**config.mk**
```make
export PLATFORM = sky130hd
export DESIGN_NAME = thc_top
export DESIGN_NICKNAME = d
export VERILOG_FILES = /design/src/hdl/thc_pkg.sv /design/src/hdl/thc_top.sv
export SDC_FILE = /design/constraint.sdc
export NUM_CORES = 1
export LEC_CHECK = 0
export BUFFER_PORTS_ARGS = -buffer_cell sky130_fd_sc_hd__clkbuf_2
export CELL_PAD_IN_SITES_DETAIL_PLACEMENT = 0
export CELL_PAD_IN_SITES_GLOBAL_PLACEMENT = 2
export CORE_MARGIN = 2
export CORE_UTILIZATION = 33
export CTS_BUF_LIST = sky130_fd_sc_hd__clkbuf_4
export DETAILED_ROUTE_END_ITERATION = 8
export PLACE_DENSITY_LB_ADDON = 0.1
export SYNTH_ARGS = -nofsm -noshare
export SYNTH_HDL_FRONTEND = slang
export SYNTH_SLANG_ARGS = --single-unit
```
**constraint.sdc**
```tcl
create_clock -name hclk -period 2.7 [get_ports hclk]
set_input_delay 0.405 -clock hclk [delete_from_list [all_inputs] [get_ports hclk]]
set_output_delay 0.405 -clock hclk [all_outputs]
set_load 0.005 [all_outputs]
```
**src/hdl/thc_pkg.sv**
```systemverilog
// package for the two-hand control logic: register map, timing, types
// assumes one 125 MHz bus clock and a 10 ms logic execution cycle
package thc_pkg;

   // ---------------------------------------------------------------
   // register map (byte addresses, one word each)
   // ---------------------------------------------------------------
   localparam logic [11:0] THC_CTRL_OFS = 12'h000;
   localparam logic [11:0] THC_TIMES_OFS = 12'h004;
   localparam logic [11:0] THC_STATUS_OFS = 12'h008;

   // control fields
   localparam int THC_CTRL_RUN_BIT = 0;
   localparam int THC_CTRL_FALL_BIT = 1;
   localparam int THC_CTRL_THREE_BIT = 2;
   localparam int THC_CTRL_NEN_LSB = 3;
   localparam logic [4:0] THC_CTRL_RST = 5'h00;
   localparam logic [1:0] THC_NEN_MAX = 2'h2;

   // per-pair synchronous windows, in logic cycles of 10 ms
   localparam int THC_TIMES_P2_LSB = 8;
   localparam logic [15:0] THC_TIMES_RST = 16'h3232;

   // ---------------------------------------------------------------
   // timing
   // ---------------------------------------------------------------
   localparam int THC_CLK_KHZ = 125000;
   localparam int THC_CYCLE_MS = 10;
   localparam int THC_CYCLE_CLKS = THC_CYCLE_MS * THC_CLK_KHZ;
   localparam int THC_EQ_SYNC_MS = 500;
   localparam int THC_AGREE_MS = 500;
   localparam int THC_MAX_WIN_MS = 500;
   localparam logic [7:0] THC_EQ_SYNC_TICKS = 8'(THC_EQ_SYNC_MS / THC_CYCLE_MS);
   localparam logic [7:0] THC_AGREE_TICKS = 8'(THC_AGREE_MS / THC_CYCLE_MS);
   localparam logic [7:0] THC_MAX_WIN_TICKS = 8'(THC_MAX_WIN_MS / THC_CYCLE_MS);

   // ---------------------------------------------------------------
   // types
   // ---------------------------------------------------------------
   typedef enum logic [1:0]
   {
      THC_IDLE = 2'b00,
      THC_SYNC = 2'b01,
      THC_ACT = 2'b10,
      THC_LOCK = 2'b11
   } thc_ph_t;

   typedef struct packed
   {
      thc_ph_t ph;
      logic [7:0] timer;
      logic sync_err;
      logic seq_err;
   } thc_pair_t;

   typedef struct packed
   {
      logic eq_release;
      logic eq_sync_err;
      logic eq_seq_err;
      logic dp_release;
      logic dp_err_one;
      logic dp_err_two;
      logic mo_release;
   } thc_out_t;

   typedef struct packed
   {
      logic [1:0] eq_in;
      logic [3:0] dp_in;
      logic [2:0] hand_in;
      logic [1:0] enable_in;
      logic cycle_req;
   } thc_in_t;

endpackage

```
**src/hdl/thc_top.sv**
```systemverilog
// two-hand control logic: equivalent evaluator, double discrepant
// evaluator, multi-operator combiner, AHB-Lite register slave
// assumes synchronous inputs, a single slave on the bus, OKAY only
`timescale 1ns/1ns

module thc_top
#(
   parameter int CYCLE_CLKS = thc_pkg::THC_CYCLE_CLKS
)
(
   input wire logic hclk,
   input wire logic hresetn,
   input wire logic hsel,
   input wire logic [11:0] haddr,
   input wire logic [1:0] htrans,
   input wire logic hwrite,
   input wire logic [2:0] hsize,
   input wire logic [31:0] hwdata,
   input wire logic hready,
   output logic [31:0] hrdata,
   output logic hreadyout,
   output logic hresp,
   input wire thc_pkg::thc_in_t pins_in,
   output thc_pkg::thc_out_t pins_out
);
   import thc_pkg::*;

   // ---------------------------------------------------------------
   // state
   // ---------------------------------------------------------------
   typedef struct packed
   {
      logic [31:0] tick_cnt;
      logic tick;
      logic [4:0] ctrl;
      logic [15:0] times;
      logic run_q;
      logic cyc_q;
      logic [2:0] low_seen;
      thc_pair_t eq;
      thc_pair_t pa;
      thc_pair_t pb;
      thc_pair_t grp;
      thc_out_t outs;
      logic wr_pend;
      logic [11:0] wr_addr;
      logic [31:0] rdata;
   } thc_state_t;

   thc_state_t st_q;
   thc_state_t st_d;

   // ---------------------------------------------------------------
   // helpers
   // ---------------------------------------------------------------
   // clamp a window to the allowed range, 0 stays off
   function automatic logic [7:0] win_clamp(logic [7:0] w);
      logic [7:0] r;
      r = w;
      if (w > THC_MAX_WIN_TICKS)
      begin
         r = THC_MAX_WIN_TICKS;
      end
      return r;
   endfunction

   // one logic cycle of a two-channel pair; a, b are channel-active
   function automatic thc_pair_t pair_step(thc_pair_t p, logic a,
                                           logic b, logic [7:0] lim);
      thc_pair_t n;
      n = p;
      case (p.ph)
         THC_IDLE:
         begin
            n.timer = 8'h01;
            if (a && b)
            begin
               n.ph = THC_ACT;
            end
            else if (a || b)
            begin
               n.ph = THC_SYNC;
            end
         end
         THC_SYNC:
         begin
            if (a && b)
            begin
               n.ph = THC_ACT;
            end
            else if (!a && !b)
            begin
               n.ph = THC_IDLE;
            end
            else if (lim != 8'h00 && p.timer >= lim)
            begin
               n.ph = THC_LOCK;
               n.sync_err = 1'b1;
            end
            else
            begin
               n.timer = p.timer + 8'h01;
            end
         end
         THC_ACT:
         begin
            if (!(a && b))
            begin
               n.ph = THC_LOCK;
            end
         end
         THC_LOCK:
         begin
            if (!a && !b)
            begin
               n.ph = THC_IDLE;
               n.sync_err = 1'b0;
               n.seq_err = 1'b0;
            end
            else if (a && b && !p.sync_err)
            begin
               n.seq_err = 1'b1;
            end
         end
         default:
         begin
            n.ph = THC_IDLE;
         end
      endcase
      return n;
   endfunction

   // ---------------------------------------------------------------
   // next state
   // ---------------------------------------------------------------
   logic [2:0] op_mask;
   logic [1:0] en_mask;
   logic start;
   logic cyc_edge;
   logic pa_on;
   logic pb_on;
   logic both_rel;
   logic rd_go;
   logic wr_go;
   logic [1:0] nen;
   thc_pair_t pair_idle;

   always_comb
   begin
      st_d = st_q;
      pair_idle = '0;
      nen = st_q.ctrl[THC_CTRL_NEN_LSB +: 2];
      if (nen > THC_NEN_MAX)
      begin
         nen = THC_NEN_MAX;
      end
      op_mask = st_q.ctrl[THC_CTRL_THREE_BIT] ? 3'h7 : 3'h3;
      en_mask = (nen == 2'h2) ? 2'h3 : ((nen == 2'h1) ? 2'h1 : 2'h0);
      start = st_q.ctrl[THC_CTRL_RUN_BIT] && !st_q.run_q;
      cyc_edge = st_q.ctrl[THC_CTRL_FALL_BIT]
         ? (st_q.cyc_q && !pins_in.cycle_req)
         : (!st_q.cyc_q && pins_in.cycle_req);
      pa_on = pins_in.dp_in[0] && !pins_in.dp_in[1];
      pb_on = pins_in.dp_in[2] && !pins_in.dp_in[3];
      both_rel = !pins_in.dp_in[0] && pins_in.dp_in[1]
         && !pins_in.dp_in[2] && pins_in.dp_in[3];
      rd_go = hsel && hready && htrans[1] && !hwrite;
      wr_go = hsel && hready && htrans[1] && hwrite;

      // logic execution cycle
      st_d.tick = 1'b0;
      if (st_q.tick_cnt >= 32'(CYCLE_CLKS - 1))
      begin
         st_d.tick_cnt = '0;
         st_d.tick = 1'b1;
      end
      else
      begin
         st_d.tick_cnt = st_q.tick_cnt + 32'h1;
      end

      if (!st_q.ctrl[THC_CTRL_RUN_BIT])
      begin
         st_d.run_q = 1'b0;
         st_d.eq = pair_idle;
         st_d.pa = pair_idle;
         st_d.pb = pair_idle;
         st_d.grp = pair_idle;
         st_d.low_seen = '0;
         st_d.outs = '0;
         st_d.cyc_q = pins_in.cycle_req;
      end
      else if (st_q.tick)
      begin
         st_d.run_q = 1'b1;
         st_d.cyc_q = pins_in.cycle_req;

         // equivalent pair, fixed 500 ms
         st_d.eq = pair_step(st_q.eq, pins_in.eq_in[0], pins_in.eq_in[1],
                             THC_EQ_SYNC_TICKS);
         st_d.outs.eq_release = (st_d.eq.ph == THC_ACT);
         st_d.outs.eq_sync_err = st_d.eq.sync_err;
         st_d.outs.eq_seq_err = st_d.eq.seq_err;

         // two discrepant pairs with own windows
         st_d.pa = pair_step(st_q.pa, pins_in.dp_in[0], !pins_in.dp_in[1],
                             win_clamp(st_q.times[7:0]));
         st_d.pb = pair_step(st_q.pb, pins_in.dp_in[2], !pins_in.dp_in[3],
                             win_clamp(st_q.times[THC_TIMES_P2_LSB +: 8]));
         st_d.outs.dp_err_one = st_d.pa.sync_err;
         st_d.outs.dp_err_two = st_d.pb.sync_err;

         // agreement window between pairs, never an error
         case (st_q.grp.ph)
            THC_IDLE:
            begin
               st_d.grp.timer = 8'h01;
               if (!both_rel)
               begin
                  st_d.grp.ph = THC_SYNC;
               end
            end
            THC_SYNC:
            begin
               if (both_rel)
               begin
                  st_d.grp.ph = THC_IDLE;
               end
               else if (pa_on && pb_on && st_q.pa.ph != THC_LOCK
                        && st_q.pb.ph != THC_LOCK)
               begin
                  st_d.grp.ph = THC_ACT;
               end
               else if (st_q.grp.timer >= THC_AGREE_TICKS)
               begin
                  st_d.grp.ph = THC_LOCK;
               end
               else
               begin
                  st_d.grp.timer = st_q.grp.timer + 8'h01;
               end
            end
            THC_ACT:
            begin
               if (!(pa_on && pb_on))
               begin
                  st_d.grp.ph = THC_LOCK;
               end
            end
            THC_LOCK:
            begin
               if (both_rel)
               begin
                  st_d.grp.ph = THC_IDLE;
               end
            end
            default:
            begin
               st_d.grp.ph = THC_IDLE;
            end
         endcase
         st_d.outs.dp_release = (st_d.grp.ph == THC_ACT)
            && (st_d.pa.ph == THC_ACT) && (st_d.pb.ph == THC_ACT);

         // multi-operator combiner
         if (start || cyc_edge)
         begin
            st_d.low_seen = '0;
         end
         else
         begin
            st_d.low_seen = st_q.low_seen | ~pins_in.hand_in;
         end
         st_d.outs.mo_release = !start && !cyc_edge
            && ((pins_in.enable_in & en_mask) == en_mask)
            && ((pins_in.hand_in & op_mask) == op_mask)
            && ((st_q.low_seen & op_mask) == op_mask);
      end

      // bus: capture address phase, write in data phase
      st_d.wr_pend = wr_go;
      if (wr_go)
      begin
         st_d.wr_addr = haddr;
      end
      if (st_q.wr_pend)
      begin
         case (st_q.wr_addr)
            THC_CTRL_OFS: st_d.ctrl = hwdata[4:0];
            THC_TIMES_OFS: st_d.times = hwdata[15:0];
            default: st_d.ctrl = st_q.ctrl;
         endcase
      end
      if (rd_go)
      begin
         case (haddr)
            THC_CTRL_OFS: st_d.rdata = {27'h0, st_q.ctrl};
            THC_TIMES_OFS: st_d.rdata = {16'h0, st_q.times};
            THC_STATUS_OFS: st_d.rdata = {21'h0, st_q.low_seen,
                                          1'b0, st_q.outs};
            default: st_d.rdata = 32'h0;
         endcase
      end
   end

   // ---------------------------------------------------------------
   // registers
   // ---------------------------------------------------------------
   always_ff @(posedge hclk or negedge hresetn)
   begin
      if (!hresetn)
      begin
         st_q <= '0;
         st_q.ctrl <= THC_CTRL_RST;
         st_q.times <= THC_TIMES_RST;
      end
      else
      begin
         st_q <= st_d;
      end
   end

   assign hrdata = st_q.rdata;
   assign hreadyout = 1'b1;
   assign hresp = 1'b0;
   assign pins_out = st_q.outs;

endmodule

```
==> metrics.txt <==
outcome complete, but fails checks; violated checks setup timing; DIE HEIGHT approximately 150 µm; Tcrit/Tclk final 104%; share of synthesized registers carrying an async set or reset 100%; dpl hpwl about 13000 µm; number of global-route vias before repair 5769; Starting Density around a third; DP Cell Count 1101; IO Pins 107; syn_area_per_cell roughly 9.5 µm²; crit start category flop; antenna violations before repair 1; Power per Cell Area around 610 nW/µm²; min-delay worst type input pin to flop; Final Hold Fails 0; Seq pwr share a little under half; Synth top area share between 40 and 50%; Via Count 5690; CTS Sinks between 100 and 150; grt total ovfl 0; Gate power share ~23%; drc violations 0; DR WL/cell roughly 16 µm; Final min period about 2.8 ns; post-synthesis cell count 750; Critical Path Slowest Stage Cell dfrtp_1; GRT Total Usage approximately 17%; Crit Path Max Fanout 7; ANT nets after route 0; IO Port Bufs 68; Clk pwr share between 20 and 30%; cell taking the most area after synthesis dfrtp_1; main combinational cell family by area after synthesis simple AND/OR/NAND/NOR gates; final setup fails 14; final WL roughly 18000 µm; Worst VDD drop 0.273 mV; routed vias/inst 4.97; final worst slack -0.102 ns; synth unique cells 60; Synth Area in XOR/XNOR 2.96%; Max Cap Viol 0; first-pass GRT wire length 29800 µm; clock latency at the later pin of the worst-skew pair 0.55 ns; die area between 20000 and 25000 µm²; largest net degree at the start of global routing 60; setup TNS -0.714 ns; H-Tree Depth 4; Synth Register Bits 135; critical path cell sequence a211o_1 > a311oi_2 > buf_4 > nor2b_4 > ha_4 > a211o_1 > a211oi_2 > nor2_4 > buf_12 > nor4_4 > mux2i_1; Worst Path Buf+Inv 2; cell chosen for the clock root clkbuf_4; Post-Synthesis Cell Area roughly 7000 µm²; cts bufs inserted 17; leakage approximately 3.8 nW; Net Sw Frac about a third; Worst path max stage delay ~0.41 ns; post-synthesis sequential area ratio between 40 and 50%; first-pass detailed-route iteration total 4; CTS tree done; row cnt between 50 and 60; Initial DRC Count around 240; GPL Wtd Cong slightly above 0.8; layout cell share with drive strength beyond 1 roughly 26%; CP Capture Type flop; Setup CP Type flop to flop; Compound-Gate Fraction of Synth Area between 10% and 20%; Syn. warnings 0; critical path's top delay family compound AO/OA/AOI/OAI gates; fin. max-slew vios 0; Simple-Gate Fraction of Synth Area between 20% and 30%; Worst-path clk slew approximately 0.13 ns; largest cells by area after synthesis dfrtp_1, nand2_1, buf_4; Max Freq approximately 360 MHz; die width roughly 150 µm; clk buf depth 2; final std cells w/o fill about 1100; Worst Max-Slew Pin Slew between 0.7 and 0.8 ns; RSZ-0062 raised after global routing true; count leader, synth dfrtp_1; Core Area between 20000 and 25000 µm²; switching pwr approximately 1.7 mW; Layout Nets approximately 950; Area growth syn-to-layout 20.2%; Adder-Cell Fraction of Synth Area under 10%; mux share of post-synthesis cell area under 10%; Worst Path Arrival around 3.3 ns; internal power between 3 and 4 mW; Critical Path RT between 3 and 4 ns; EDFF count, synth 0; relative slew slack a little over half; main flop type after synthesis dfrtp_1; top post-synthesis cells by count dfrtp_1, nand2_1, nor2_1, o21ai_0, buf_4; CP most frequent cell a211o_1; Final Skew approximately 0.028 ns; reg2reg setup slack -0.10 ns
## sequential cells by signal, summed over array words and instances (netlist names)
name	flops
st_q	116
hrdata	16
pins_out	3
## through the flow
step	setup slack, ns	total power, mW	instance area (µm²)	utilization (%)	hold slack [ns]
6_report	-0.102	5.20	8530	40.5	0.0669
5_1_grt	-0.239	5.56	8530	40.5	0.00675
4_1_cts	-0.129	5.27	8480	40.2	0.00174
3_5_place_dp	-0.198	3.58	7880	37.4	0.378
3_3_place_gp	-0.116	3.56	7880	37.4	0.381
2_1_floorplan	-0.0428	3.18	7250	-	0.109
## layout by cell type (no fill, tap or decap), types with 12 or more instances in the layout
master / count
clkbuf_4: 18
mux2_2: 26
nor3_1: 12
conb_1: 33
nand2_1: 116
dfrtp_1: 129
inv_1: 16
nor2_1: 65
a21oi_1: 18
xor2_1: 15
nand4_1: 13
nand3_1: 25
clkbuf_2: 67
o21ai_0: 39
ha_1: 22
buf_4: 42
## per-layer routing
layer  wire length [µm]  track usage (%)
met5                  0                0
met1               8330             21.6
met3                646             3.09
met4                347             6.54
met2               8930             28.1
## cell families (layout without fill, tap and decap cells)
family | after synthesis | in the layout
XOR/XNOR | 24 | 24
multiplexers | 30 | 30
adder cells (fa/ha/maj) | 24 | 24
AND/OR/NAND/NOR | 311 | 311
AO/OA/AOI/OAI | 141 | 141
buffers and inverters | 83 | 172
flip-flops | 135 | 135
other | 2 | 34
## final timing paths
check,from,end,cells after the start
worst max-delay path,st_q[115]$_DFFE_PN0P_,st_q[72]$_DFFE_PN0P_,11
worst min-delay path,pins_in[5],st_q[102]$_DFFE_PN0P_,2
max in group asynchronous,hresetn,st_q[114]$_DFFE_PN1P_,3
min in group asynchronous,hresetn,st_q[55]$_DFFE_PN0P_,2
worst min register to register,st_q[127]$_DFF_PN0_,st_q[127]$_DFF_PN0_,1
worst max register to register,st_q[115]$_DFFE_PN0P_,st_q[72]$_DFFE_PN0P_,11
## power by group through the flow
stage	Sequential (mW)	Combinational, mW	Clock (mW)
CTS	2.48	1.18	1.61
global route	2.52	1.35	1.69
detailed placement	2.51	1.07	0
global placement	2.51	1.05	0
floorplan	2.41	0.778	0
finish	2.48	1.20	1.53
## layout make-up
| cell class | instances | area (µm²) |
|---|---|---|
| multi-input combinational | 563 | 3590 |
| fill | 2127 | 12600 |
| antenna | 1 | 2.50 |
| clock inverter | 14 | 188 |
| tap | 275 | 344 |
| sequential | 135 | 3390 |
| inverter | 16 | 60.1 |
| timing repair buffer | 124 | 830 |
| clock buffer | 18 | 135 |
## repair_timing
action | in CTS | in global routing
endpoints found under the setup margin | 15 | 25
endpoints found under the hold margin | 49 | 0
resized for setup | 34 | 7
hold buffers | 6 | 0
pin swaps | 27 | 15
buffers inserted | 6 | 3
Power figures use the tool's default switching activity.
